File: src/gpio_mux_pkg.sv
// Shared constants for the pin mux and interrupt port
package gpio_mux_pkg;
    localparam int NUM_PINS = 15;
    localparam int NUM_PINS_SMALL = 14;
    localparam int FSEL_W = 3;
    localparam logic [2:0] FSEL_GPIO = 3'h0;
    localparam logic [2:0] FSEL_SET_ONE = 3'h1;
    localparam logic [2:0] FSEL_SET_ZERO = 3'h4;
    localparam logic [2:0] FSEL_SET_TWO = 3'h5;
    localparam logic [23:0] FSEL_LOW_RST = 24'h000000;
    // Reset word for pins 8..14 packs one pin per four-bit lane
    localparam logic [27:0] FSEL_HIGH_RST = 28'h0000110;
    localparam logic [14:0] PULL_DOWN_RST = 15'h41FF;
    localparam logic [14:0] PULL_UP_RST = 15'h0E00;
    localparam logic [14:0] INPUT_ONLY_MASK = 15'h3000;
    localparam logic [14:0] WAKE_MASK = 15'h3E00;
    localparam int PWM_CH0_SET1 = 2;
    localparam int PWM_CH1_SET1 = 3;
    localparam int PWM_CH0_SET2 = 4;
    localparam int PWM_CH1_SET2 = 5;
endpackage

File: src/gpio_irq_if.sv
// Interface carrying per-pin interrupt configuration and status
`timescale 1ns/100ps
interface gpio_irq_if;
    logic [14:0] level;
    logic [14:0] sense;
    logic [14:0] both;
    logic [14:0] polarity;
    logic [14:0] enable;
    logic [14:0] clear;
    logic [14:0] pending;
    modport ctrl (output level, sense, both, polarity, enable, clear, input pending);
    modport det (input level, sense, both, polarity, enable, clear, output pending);
endinterface

File: src/gpio_pin_mux.sv
// Fifteen-pin mux with GPIO, three alternate sets and pin interrupts
// How it works
// - Fifteen pins, fourteen in small package
// - Three-bit selector picks GPIO or set
// - Each set wires pins to peripheral signals
// - Two PWM channels reach four pins
// - Pins 12, 13 GPIO input only, I2C open-drain
// - Every pin raises its own interrupt
// - Sense, both-edge, polarity bits pick trigger
// - Writing one clears pending, zero ignored
// - Enabled pending bits merge into one request
// - Reset: inputs, pulls per pin group
// - Pins undriven while reset asserted
// - Low power: all pins undriven, only pins 9-13 can wake
// - Upper selector resets with debug on 9, 10
// - GPIO output drives data when direction set
`timescale 1ns/100ps
module gpio_pin_mux
    import gpio_mux_pkg::*;
(
    // Clock and reset
    input wire logic i_sys_clk,
    input wire logic i_rst_n,
    // Package and power
    input wire logic i_small_package,
    input wire logic i_low_power,
    input wire logic [14:0] i_wake_enable,
    // Configuration
    input wire logic [14:0] i_gpio_data,
    input wire logic [14:0] i_gpio_data_we,
    input wire logic [14:0] i_pin_direction_bits,
    input wire logic [14:0] i_pull_enable,
    input wire logic i_pull_we,
    input wire logic [23:0] i_pin_function_select_low,
    input wire logic [20:0] i_pin_function_select_high,
    input wire logic i_fsel_we,
    // Interrupt configuration
    input wire logic [14:0] i_intr_sense_select,
    input wire logic [14:0] i_intr_both_edge_select,
    input wire logic [14:0] i_intr_event_polarity,
    input wire logic [14:0] i_intr_enable_bits,
    input wire logic [14:0] i_intr_clear_bits,
    // Pads
    input wire logic [14:0] i_pad,
    output logic [14:0] o_pad,
    output logic [14:0] o_pad_oe,
    output logic [14:0] o_pull_down_en,
    output logic [14:0] o_pull_up_en,
    // Peripheral outputs toward pads
    input wire logic i_pwm_channel_zero,
    input wire logic i_pwm_channel_one,
    input wire logic i_uart_txd,
    input wire logic i_uart_rts,
    input wire logic i_spi_clk_out,
    input wire logic i_spi_clk_oe,
    input wire logic i_spi_cs_out,
    input wire logic i_spi_cs_oe,
    input wire logic i_spi_mosi,
    input wire logic i_pdm_clock_line,
    input wire logic i_i2c2_clk_low,
    input wire logic i_i2c2_dat_low,
    input wire logic i_i2c1_clk_low,
    input wire logic i_i2c1_dat_low,
    // Peripheral inputs from pads
    output logic o_uart_rxd,
    output logic o_uart_cts,
    output logic o_spi_clk_in,
    output logic o_spi_cs_in,
    output logic o_spi_miso,
    output logic o_pdm_input_line,
    output logic o_i2c2_clk_in,
    output logic o_i2c2_dat_in,
    output logic o_i2c1_clk_in,
    output logic o_i2c1_dat_in,
    output logic o_dbg_clk,
    output logic o_dbg_dio,
    // Status
    output logic [14:0] o_pin_level,
    output logic [14:0] o_intr_pending,
    output logic o_irq
);
    logic [2:0] fsel_q [NUM_PINS];
    logic [14:0] data_q;
    logic [14:0] dir_q;
    logic [14:0] pull_q;
    logic [14:0] out_d;
    logic [14:0] oe_d;
    logic [14:0] sync;
    logic [14:0] pin_ok;
    gpio_irq_if irq_bus ();

    // Pin 14 absent on the small package
    assign pin_ok = i_small_package ? 15'h3FFF : 15'h7FFF;

    always_ff @(posedge i_sys_clk or negedge i_rst_n) begin
        if (!i_rst_n) begin
            for (int i = 0; i < 8; i++) begin
                fsel_q[i] <= FSEL_LOW_RST[3*i +: 3];
            end
            for (int i = 8; i < NUM_PINS; i++) begin
                fsel_q[i] <= FSEL_HIGH_RST[4*(i-8) +: 3];
            end
        end else if (i_fsel_we) begin
            for (int i = 0; i < 8; i++) begin
                fsel_q[i] <= i_pin_function_select_low[3*i +: 3];
            end
            for (int i = 8; i < NUM_PINS; i++) begin
                fsel_q[i] <= i_pin_function_select_high[3*(i-8) +: 3];
            end
        end
    end

    always_ff @(posedge i_sys_clk or negedge i_rst_n) begin
        if (!i_rst_n) begin
            data_q <= '0;
            dir_q <= '0;
        end else begin
            data_q <= (data_q & ~i_gpio_data_we) | (i_gpio_data & i_gpio_data_we);
            dir_q <= i_pin_direction_bits;
        end
    end

    always_ff @(posedge i_sys_clk or negedge i_rst_n) begin
        if (!i_rst_n) begin
            pull_q <= PULL_DOWN_RST | PULL_UP_RST;
        end else if (i_pull_we) begin
            pull_q <= i_pull_enable;
        end
    end

    // Output side of the function map
    always_comb begin
        out_d = '0;
        oe_d = '0;
        for (int p = 0; p < NUM_PINS; p++) begin
            if (fsel_q[p] == FSEL_GPIO) begin
                out_d[p] = data_q[p];
                oe_d[p] = dir_q[p] & ~INPUT_ONLY_MASK[p];
            end
        end
        // Set one
        if (fsel_q[1] == FSEL_SET_ONE) begin out_d[1] = i_uart_rts; oe_d[1] = 1'b1; end
        if (fsel_q[PWM_CH0_SET1] == FSEL_SET_ONE) begin
            out_d[PWM_CH0_SET1] = i_pwm_channel_zero;
            oe_d[PWM_CH0_SET1] = 1'b1;
        end
        if (fsel_q[PWM_CH1_SET1] == FSEL_SET_ONE) begin
            out_d[PWM_CH1_SET1] = i_pwm_channel_one;
            oe_d[PWM_CH1_SET1] = 1'b1;
        end
        if (fsel_q[5] == FSEL_SET_ONE) begin out_d[5] = i_uart_txd; oe_d[5] = 1'b1; end
        if (fsel_q[6] == FSEL_SET_ONE) begin out_d[6] = i_uart_rts; oe_d[6] = 1'b1; end
        if (fsel_q[8] == FSEL_SET_ONE) begin out_d[8] = i_uart_txd; oe_d[8] = 1'b1; end
        if (fsel_q[14] == FSEL_SET_ONE) begin oe_d[14] = i_i2c1_clk_low; end
        // Set zero
        if (fsel_q[0] == FSEL_SET_ZERO) begin out_d[0] = i_spi_clk_out; oe_d[0] = i_spi_clk_oe; end
        if (fsel_q[8] == FSEL_SET_ZERO) begin out_d[8] = i_spi_clk_out; oe_d[8] = i_spi_clk_oe; end
        if (fsel_q[14] == FSEL_SET_ZERO) begin
            out_d[14] = i_spi_clk_out;
            oe_d[14] = i_spi_clk_oe;
        end
        if (fsel_q[1] == FSEL_SET_ZERO) begin out_d[1] = i_spi_cs_out; oe_d[1] = i_spi_cs_oe; end
        if (fsel_q[11] == FSEL_SET_ZERO) begin
            out_d[11] = i_spi_cs_out;
            oe_d[11] = i_spi_cs_oe;
        end
        if (fsel_q[2] == FSEL_SET_ZERO) begin out_d[2] = i_spi_mosi; oe_d[2] = 1'b1; end
        if (fsel_q[10] == FSEL_SET_ZERO) begin out_d[10] = i_spi_mosi; oe_d[10] = 1'b1; end
        // I2C pulls low only, open drain
        if (fsel_q[4] == FSEL_SET_ZERO) oe_d[4] = i_i2c2_clk_low;
        if (fsel_q[6] == FSEL_SET_ZERO) oe_d[6] = i_i2c2_clk_low;
        if (fsel_q[5] == FSEL_SET_ZERO) oe_d[5] = i_i2c2_dat_low;
        if (fsel_q[7] == FSEL_SET_ZERO) oe_d[7] = i_i2c2_dat_low;
        if (fsel_q[12] == FSEL_SET_ZERO) oe_d[12] = i_i2c1_clk_low;
        if (fsel_q[13] == FSEL_SET_ZERO) oe_d[13] = i_i2c1_dat_low;
        // Set two
        if (fsel_q[2] == FSEL_SET_TWO) begin out_d[2] = i_pdm_clock_line; oe_d[2] = 1'b1; end
        if (fsel_q[3] == FSEL_SET_TWO) begin out_d[3] = i_pdm_clock_line; oe_d[3] = 1'b1; end
        if (fsel_q[7] == FSEL_SET_TWO) begin out_d[7] = i_pdm_clock_line; oe_d[7] = 1'b1; end
        if (fsel_q[PWM_CH0_SET2] == FSEL_SET_TWO) begin
            out_d[PWM_CH0_SET2] = i_pwm_channel_zero;
            oe_d[PWM_CH0_SET2] = 1'b1;
        end
        if (fsel_q[PWM_CH1_SET2] == FSEL_SET_TWO) begin
            out_d[PWM_CH1_SET2] = i_pwm_channel_one;
            oe_d[PWM_CH1_SET2] = 1'b1;
        end
        oe_d = oe_d & pin_ok;
        if (i_low_power) begin
            oe_d = '0;
        end
    end

    always_ff @(posedge i_sys_clk or negedge i_rst_n) begin
        if (!i_rst_n) begin
            o_pad <= '0;
            o_pad_oe <= '0;
            o_pull_down_en <= PULL_DOWN_RST;
            o_pull_up_en <= PULL_UP_RST;
        end else begin
            o_pad <= out_d;
            o_pad_oe <= oe_d;
            o_pull_down_en <= pull_q & PULL_DOWN_RST & pin_ok & (i_low_power ? '0 : 15'h7FFF);
            o_pull_up_en <= pull_q & PULL_UP_RST;
        end
    end

    // Input side: synchronised levels to peripherals
    always_ff @(posedge i_sys_clk or negedge i_rst_n) begin
        if (!i_rst_n) begin
            o_uart_rxd <= 1'b1;
            o_uart_cts <= 1'b0;
            o_spi_clk_in <= 1'b0;
            o_spi_cs_in <= 1'b1;
            o_spi_miso <= 1'b0;
            o_pdm_input_line <= 1'b0;
            o_i2c2_clk_in <= 1'b1;
            o_i2c2_dat_in <= 1'b1;
            o_i2c1_clk_in <= 1'b1;
            o_i2c1_dat_in <= 1'b1;
            o_dbg_clk <= 1'b0;
            o_dbg_dio <= 1'b0;
        end else begin
            o_uart_rxd <= fsel_q[4] == FSEL_SET_ONE ? sync[4]
                        : fsel_q[11] == FSEL_SET_ONE ? sync[11] : 1'b1;
            o_uart_cts <= fsel_q[0] == FSEL_SET_ONE ? sync[0]
                        : fsel_q[7] == FSEL_SET_ONE ? sync[7]
                        : fsel_q[13] == FSEL_SET_ONE ? sync[13] : 1'b0;
            o_spi_clk_in <= fsel_q[0] == FSEL_SET_ZERO ? sync[0]
                          : fsel_q[8] == FSEL_SET_ZERO ? sync[8]
                          : fsel_q[14] == FSEL_SET_ZERO ? sync[14] : 1'b0;
            o_spi_cs_in <= fsel_q[1] == FSEL_SET_ZERO ? sync[1]
                         : fsel_q[11] == FSEL_SET_ZERO ? sync[11] : 1'b1;
            o_spi_miso <= fsel_q[3] == FSEL_SET_ZERO ? sync[3]
                        : fsel_q[9] == FSEL_SET_ZERO ? sync[9] : 1'b0;
            o_pdm_input_line <= fsel_q[1] == FSEL_SET_TWO ? sync[1]
                              : fsel_q[6] == FSEL_SET_TWO ? sync[6]
                              : fsel_q[8] == FSEL_SET_TWO ? sync[8]
                              : fsel_q[14] == FSEL_SET_TWO ? sync[14] : 1'b0;
            o_i2c2_clk_in <= fsel_q[4] == FSEL_SET_ZERO ? sync[4]
                           : fsel_q[6] == FSEL_SET_ZERO ? sync[6] : 1'b1;
            o_i2c2_dat_in <= fsel_q[5] == FSEL_SET_ZERO ? sync[5]
                           : fsel_q[7] == FSEL_SET_ZERO ? sync[7] : 1'b1;
            o_i2c1_clk_in <= fsel_q[12] == FSEL_SET_ZERO ? sync[12]
                           : fsel_q[14] == FSEL_SET_ONE ? sync[14] : 1'b1;
            o_i2c1_dat_in <= fsel_q[13] == FSEL_SET_ZERO ? sync[13] : 1'b1;
            o_dbg_clk <= fsel_q[9] == FSEL_SET_ONE ? sync[9] : 1'b0;
            o_dbg_dio <= fsel_q[10] == FSEL_SET_ONE ? sync[10] : 1'b0;
        end
    end

    // Interrupt detection; in low power only wake pins raise o_irq
    assign irq_bus.level = i_pad & pin_ok;
    assign irq_bus.sense = i_intr_sense_select;
    assign irq_bus.both = i_intr_both_edge_select;
    assign irq_bus.polarity = i_intr_event_polarity;
    assign irq_bus.enable = i_intr_enable_bits;
    assign irq_bus.clear = i_intr_clear_bits;

    gpio_irq_detect u_detect (
        .i_sys_clk(i_sys_clk),
        .i_rst_n(i_rst_n),
        .irq(irq_bus),
        .o_sync(sync)
    );

    always_ff @(posedge i_sys_clk or negedge i_rst_n) begin
        if (!i_rst_n) begin
            o_pin_level <= '0;
            o_intr_pending <= '0;
            o_irq <= 1'b0;
        end else begin
            o_pin_level <= sync;
            o_intr_pending <= irq_bus.pending & irq_bus.enable;
            o_irq <= |(irq_bus.pending & irq_bus.enable
                      & (i_low_power ? (WAKE_MASK & i_wake_enable) : 15'h7FFF));
        end
    end

    property p_irq_merge;
        @(posedge i_sys_clk) disable iff (!i_rst_n)
        (!i_low_power && |(irq_bus.pending & irq_bus.enable)) |=> o_irq;
    endproperty
    a_irq_merge: assert property (p_irq_merge) else $error("irq not raised");

    property p_input_only;
        @(posedge i_sys_clk) disable iff (!i_rst_n)
        (fsel_q[12] == FSEL_GPIO && fsel_q[13] == FSEL_GPIO) |=> (o_pad_oe[13:12] == 2'h0);
    endproperty
    a_input_only: assert property (p_input_only) else $error("input pin driven");

    property p_low_power_hiz;
        @(posedge i_sys_clk) disable iff (!i_rst_n)
        i_low_power |=> (o_pad_oe == 15'h0000);
    endproperty
    a_low_power_hiz: assert property (p_low_power_hiz) else $error("driven in sleep");

    property p_gpio_drive;
        @(posedge i_sys_clk) disable iff (!i_rst_n)
        (!i_low_power && fsel_q[0] == FSEL_GPIO && dir_q[0]) |=> (o_pad_oe[0] && o_pad[0] == $past(data_q[0]));
    endproperty
    a_gpio_drive: assert property (p_gpio_drive) else $error("gpio not driven");

    property p_pwm_pin;
        @(posedge i_sys_clk) disable iff (!i_rst_n)
        (!i_low_power && fsel_q[4] == FSEL_SET_TWO) |=> (o_pad_oe[4] && o_pad[4] == $past(i_pwm_channel_zero));
    endproperty
    a_pwm_pin: assert property (p_pwm_pin) else $error("pwm not routed");
endmodule

File: src/gpio_irq_detect.sv
// Per-pin synchroniser and edge or level interrupt detector
`timescale 1ns/100ps
module gpio_irq_detect
    import gpio_mux_pkg::*;
(
    input wire logic i_sys_clk,
    input wire logic i_rst_n,
    gpio_irq_if.det irq,
    output logic [14:0] o_sync
);
    logic [14:0] meta_q;
    logic [14:0] sync_q;
    logic [14:0] prev_q;
    logic [14:0] pend_q;

    always_ff @(posedge i_sys_clk or negedge i_rst_n) begin
        if (!i_rst_n) begin
            meta_q <= '0;
            sync_q <= '0;
            prev_q <= '0;
        end else begin
            meta_q <= irq.level;
            sync_q <= meta_q;
            prev_q <= sync_q;
        end
    end

    genvar g;
    generate
        for (g = 0; g < NUM_PINS; g++) begin : g_pin
            logic rise;
            logic fall;
            logic hit;
            assign rise = sync_q[g] & ~prev_q[g];
            assign fall = ~sync_q[g] & prev_q[g];
            // Sense 1 is level, else edge; both overrides polarity
            assign hit = irq.sense[g] ? (sync_q[g] == irq.polarity[g])
                       : irq.both[g] ? (rise | fall)
                       : (irq.polarity[g] ? rise : fall);
            always_ff @(posedge i_sys_clk or negedge i_rst_n) begin
                if (!i_rst_n) begin
                    pend_q[g] <= 1'b0;
                end else if (hit) begin
                    pend_q[g] <= 1'b1; // Set wins over clear
                end else if (irq.clear[g]) begin
                    pend_q[g] <= 1'b0;
                end
            end
        end
    endgenerate

    assign irq.pending = pend_q;
    assign o_sync = sync_q;

    property p_level_holds;
        @(posedge i_sys_clk) disable iff (!i_rst_n)
        (irq.sense[0] && sync_q[0] == irq.polarity[0]) |=> pend_q[0];
    endproperty
    a_level_holds: assert property (p_level_holds) else $error("level lost");

    property p_clear_works;
        @(posedge i_sys_clk) disable iff (!i_rst_n)
        (irq.clear[0] && !g_pin[0].hit) |=> !pend_q[0];
    endproperty
    a_clear_works: assert property (p_clear_works) else $error("clear failed");

    property p_rise_sets;
        @(posedge i_sys_clk) disable iff (!i_rst_n)
        (!irq.sense[0] && !irq.both[0] && irq.polarity[0] && $rose(sync_q[0])) |=> pend_q[0];
    endproperty
    a_rise_sets: assert property (p_rise_sets) else $error("rise missed");

    property p_both_sets;
        @(posedge i_sys_clk) disable iff (!i_rst_n)
        (!irq.sense[0] && irq.both[0] && $fell(sync_q[0])) |=> pend_q[0];
    endproperty
    a_both_sets: assert property (p_both_sets) else $error("both edge missed");

    property p_sync_delay;
        @(posedge i_sys_clk) disable iff (!i_rst_n)
        ##2 (sync_q[4] == $past(irq.level[4], 2));
    endproperty
    a_sync_delay: assert property (p_sync_delay) else $error("sync depth wrong");
endmodule

File: config.mk
export PLATFORM = sky130hd
export DESIGN_NAME = gpio_pin_mux
export DESIGN_NICKNAME = d
export VERILOG_FILES = /design/src/gpio_mux_pkg.sv /design/src/gpio_irq_if.sv /design/src/gpio_pin_mux.sv /design/src/gpio_irq_detect.sv
export SDC_FILE = /design/constraint.sdc
export NUM_CORES = 1
export LEC_CHECK = 0
export BUFFER_PORTS_ARGS = -buffer_cell sky130_fd_sc_hd__buf_2
export CAP_MARGIN = 0
export CORE_MARGIN = 3
export CORE_UTILIZATION = 50
export DETAILED_ROUTE_END_ITERATION = 12
export GPL_TIMING_DRIVEN = 0
export PLACE_DENSITY_LB_ADDON = 0.05
export SLEW_MARGIN = 25
export SYNTH_ARGS = -nofsm -noshare
export SYNTH_HDL_FRONTEND = slang
export SYNTH_HIERARCHICAL = 1
export SYNTH_SLANG_ARGS = --single-unit
export TNS_END_PERCENT = 1
File: constraint.sdc
create_clock -name i_sys_clk -period 2.1 [get_ports i_sys_clk]
set_clock_uncertainty 0.1 [all_clocks]
set_input_delay 0.315 -clock i_sys_clk [delete_from_list [all_inputs] [get_ports i_sys_clk]]
set_output_delay 0.315 -clock i_sys_clk [all_outputs]
set_load 0.02 [all_outputs]
==> summary.txt <==
Run status
  – Outcome: finished, final reports clean

Clock tree
  – Root buf cell: clkbuf_16
  – CTS clk-pin slew, worst paths: 60 ps
  – Htree depth: 1
  – Number of CTS-inserted buffers: 25
  – Clock Sinks: around 230
  – TritonCTS clock tree: done
  – Skew-Pair Late Insertion Delay: a little over 500 ps
  – Clock buffer depth: 3

Detailed routing
  – Starting DRT DRC Count: ~260
  – Post-DR vias/cell: 4.89
  – First-pass iteration count of the detailed router: 4
  – Detailed-route DRC error count: 0
  – Total number of vias: between 7000 and 8000
  – Post-DR wirelength/cell: between 15 and 20 microns
  – Post-route ant nets: 0
  – Routed Wire Length: about 25000 microns

Synth
  – Post-Syn Instances: 678
  – Synth warn: 6
  – Cell variety after synth: 53
  – Mapped cell area: between 9000 and 10000 sq um
  – Flops & latches, synth: about 230
  – Most used DFF post-synth: dfrtp_1
  – Avg Synthesized Cell Area: ~13 sq um
  – EDFF count, synth: 0
  – Asr flop ratio synth: 100%
  – Sequential area share after synthesis: 64.1%

Critical path
  – CP delay by family, top: buffers and inverters
  – Critical path class: register to register
  – Critical path arrival: between 2000 and 2500 ps
  – Reg2reg path depth: 6
  – Reg2reg end: u_detect/irq.pending[10]$_DFFE_PN0P_
  – Crit start category: register
  – Worst R2R Start: u_detect/o_sync[10]$_DFF_PN0_
  – Reg-to-reg slack, setup: roughly 82 ps
  – Slowest-stage cell, CP: dlygate4sd3_1
  – Critical path peak fanout: 6
  – CP startpoint: u_detect/o_sync[10]$_DFF_PN0_
  – Crit. End Element: register
  – Worst path buffer plus inverter count: 2
  – Crit path required time: between 2000 and 2500 ps
  – Crit-path cells: inv_1 -> ha_1 -> mux2_1 -> o21ai_1 -> nand2_1 -> dlygate4sd3_1
  – Delay of the slowest cell on the worst path: between 500 and 600 ps

Global route
  – Gr ovfl total: 0
  – GRT Overall Usage: 25.1%
  – First-pass GRT wire length: 39500 microns
  – Initial antenna violation count: 2
  – Vias in the first global route: 7736
  – Largest net degree at the start of global routing: 83

Power
  – PwrDens: around 800 nW/um^2
  – Static leakage: 0.00667 uW
  – Peak VDD IR: ~0.00085 V

STA
  – # setup viols final: 0
  – F_max: between 0.4 and 0.5 GHz
  – Max Slew Vio Count: 0
  – Hold_ws: approximately 15 ps
  – Setup total negative slack: 0 ps
  – Slew HR: 50.8%
  – RSZ-0062 raised after global routing: no
  – Period minus WS final: approximately 2000 ps
  – Hold Fails Final Rpt: 0
  – Period utilization: 96.1%
  – Measured slew at the worst slew-check pin: between 700 and 800 ps

Place
  – Port buffer count: 300
  – HPWL after detailed placement: 16400 microns
  – Gp weighted congestion: 0.814

Final layout
  – Most frequent cells in the layout: 304 x buf_2, 193 x dfrtp_1, 180 x dlygate4sd3_1
  – Layout cells sized above 1: between 30 and 40%
  – Commonest non-fill, non-tap cell in the layout: buf_2
  – NumNets Final: roughly 1500
  – Area grow syn2layout: 49.8%

Floorplanning
  – Row count: 48
  – Die Span Y: ~140 microns
  – CORE AREA: about 18000 sq um
  – Die Wd: roughly 140 microns
  – Die area: 19900 sq um
  – Initial Utilization: between 50% and 60%
  – Boundary Pins: roughly 330

Worst hold path
  – Hold EP: o_pad_oe[5]$_DFF_PN0_
  – HP Start: i_i2c2_dat_low
  – Cell count of the worst hold path: 3
  – HP Class: primary input to register

Job
  – Total of max-cap violations: 0
logic make-up (layout without fill, tap and decap cells):
logic type,Yosys count,count (layout),synth area share [%]
XOR/XNOR,15,15,1.44
multiplexers,101,101,12.4
buffers and inverters,64,591,3.40
adder cells (fa/ha/maj),30,30,4.11
AND/OR/NAND/NOR,157,157,9.59
AO/OA/AOI/OAI,78,78,4.96
flip-flops,232,232,64.1
other,1,19,0.0411
repair_timing:
action	4_1_cts	5_1_grt
endpoints found under the setup margin	0	5
resized for setup	0	5
buffers inserted	0	0
hold buffers	181	0
hold endpoints to repair	209	0
worst min-delay path: cells and delay by family:
| family | cells | cell delay, ps |
|---|---|---|
| AO/OA/AOI/OAI | 1 | 60 |
| AND/OR/NAND/NOR | 1 | 110 |
| buffers and inverters | 1 | 90 |
worst max-delay path by stage:
| stage | to | cells after the start | slack [ps] |
|---|---|---|---|
| final | u_detect/irq.pending[10]$_DFFE_PN0P_ | 6 | 80 |
| after floorplan | o_irq$_DFF_PN0_ | 4 | 580 |
| after detailed placement | o_irq$_DFF_PN0_ | 5 | 320 |
| after CTS | u_detect/irq.pending[5]$_DFFE_PN0P_ | 5 | 10 |
| after global placement | u_detect/irq.pending[10]$_DFFE_PN0P_ | 1 | -3400 |
| after global routing | u_detect/irq.pending[10]$_DFFE_PN0P_ | 6 | 10 |
metrics by stage:
step                total power (uW)  std cells  setup slack, ps  util [%]  instance area [sq um]
floorplan                       5840        694              576         -                   9190
global placement                6430       1219            -3400      62.4                  11000
detailed placement              6480       1221              316      62.7                  11000
CTS                            11200       1447             14.2      77.7                  13700
global route                   11600       1448             13.4      77.7                  13700
finish                         11100       1448             81.9      77.7                  13700
final cells by class:
cell class	instances	area, sq um
Clock buffer	35	713
Inverter	38	143
Clock inverter	10	108
Fill cell	1130	3930
Multi-Input combinational cell	398	3030
Timing Repair Buffer	482	3370
Buffer	26	168
Tap cell	225	282
Antenna cell	2	5.00
Sequential cell	232	5850
synthesized netlist by cell type (3+ instances only):
cell type,instances,area [sq um]
nand2_1,33,124
nor3_1,18,90.1
buf_2,5,25.0
xnor2_1,15,131
and2_2,4,30.0
nor3b_1,5,37.5
ha_1,30,375
nor4_1,4,25.0
buf_4,17,128
nor2_1,26,97.6
nor2b_1,27,169
a31oi_1,4,25.0
nor4b_1,4,35.0
a22oi_1,3,22.5
a21oi_1,35,175
nand3_1,7,35.0
dfstp_2,34,893
and2_1,4,25.0
inv_1,36,135
and2_4,8,70.1
mux2_1,70,788
mux2_2,16,180
dfrtp_1,198,4950
o21ai_1,22,110
clkbuf_1,4,15.0
mux2i_1,14,140
a2111oi_0,4,35.0
power breakdown:
group | internal, uW | total [uW] | switching, uW
Sequential | 4880 | 5130 | 250
Combinational | 864 | 1640 | 772
Clock | 2610 | 4340 | 1730
metal layers:
layer	wire [microns]	GRT usage, %
met4	866	9.79
met2	12800	43.8
met3	1680	5.94
met1	9820	30.1
met5	0	0
state kept, by name, indices dropped and copies added (netlist names), 3 cells and up, named ones only:
signal,cells
u_detect/prev_q,15
o_pin_level,15
u_detect/o_sync,15
o_pad,15
o_pull_up_en,3
dir_q,13
pull_q,13
u_detect/irq.pending,15
o_pull_down_en,10
o_pad_oe,15
u_detect/meta_q,15
fsel_q,45
o_intr_pending,15
No activity file was read; power rests on OpenSTA's default activity.
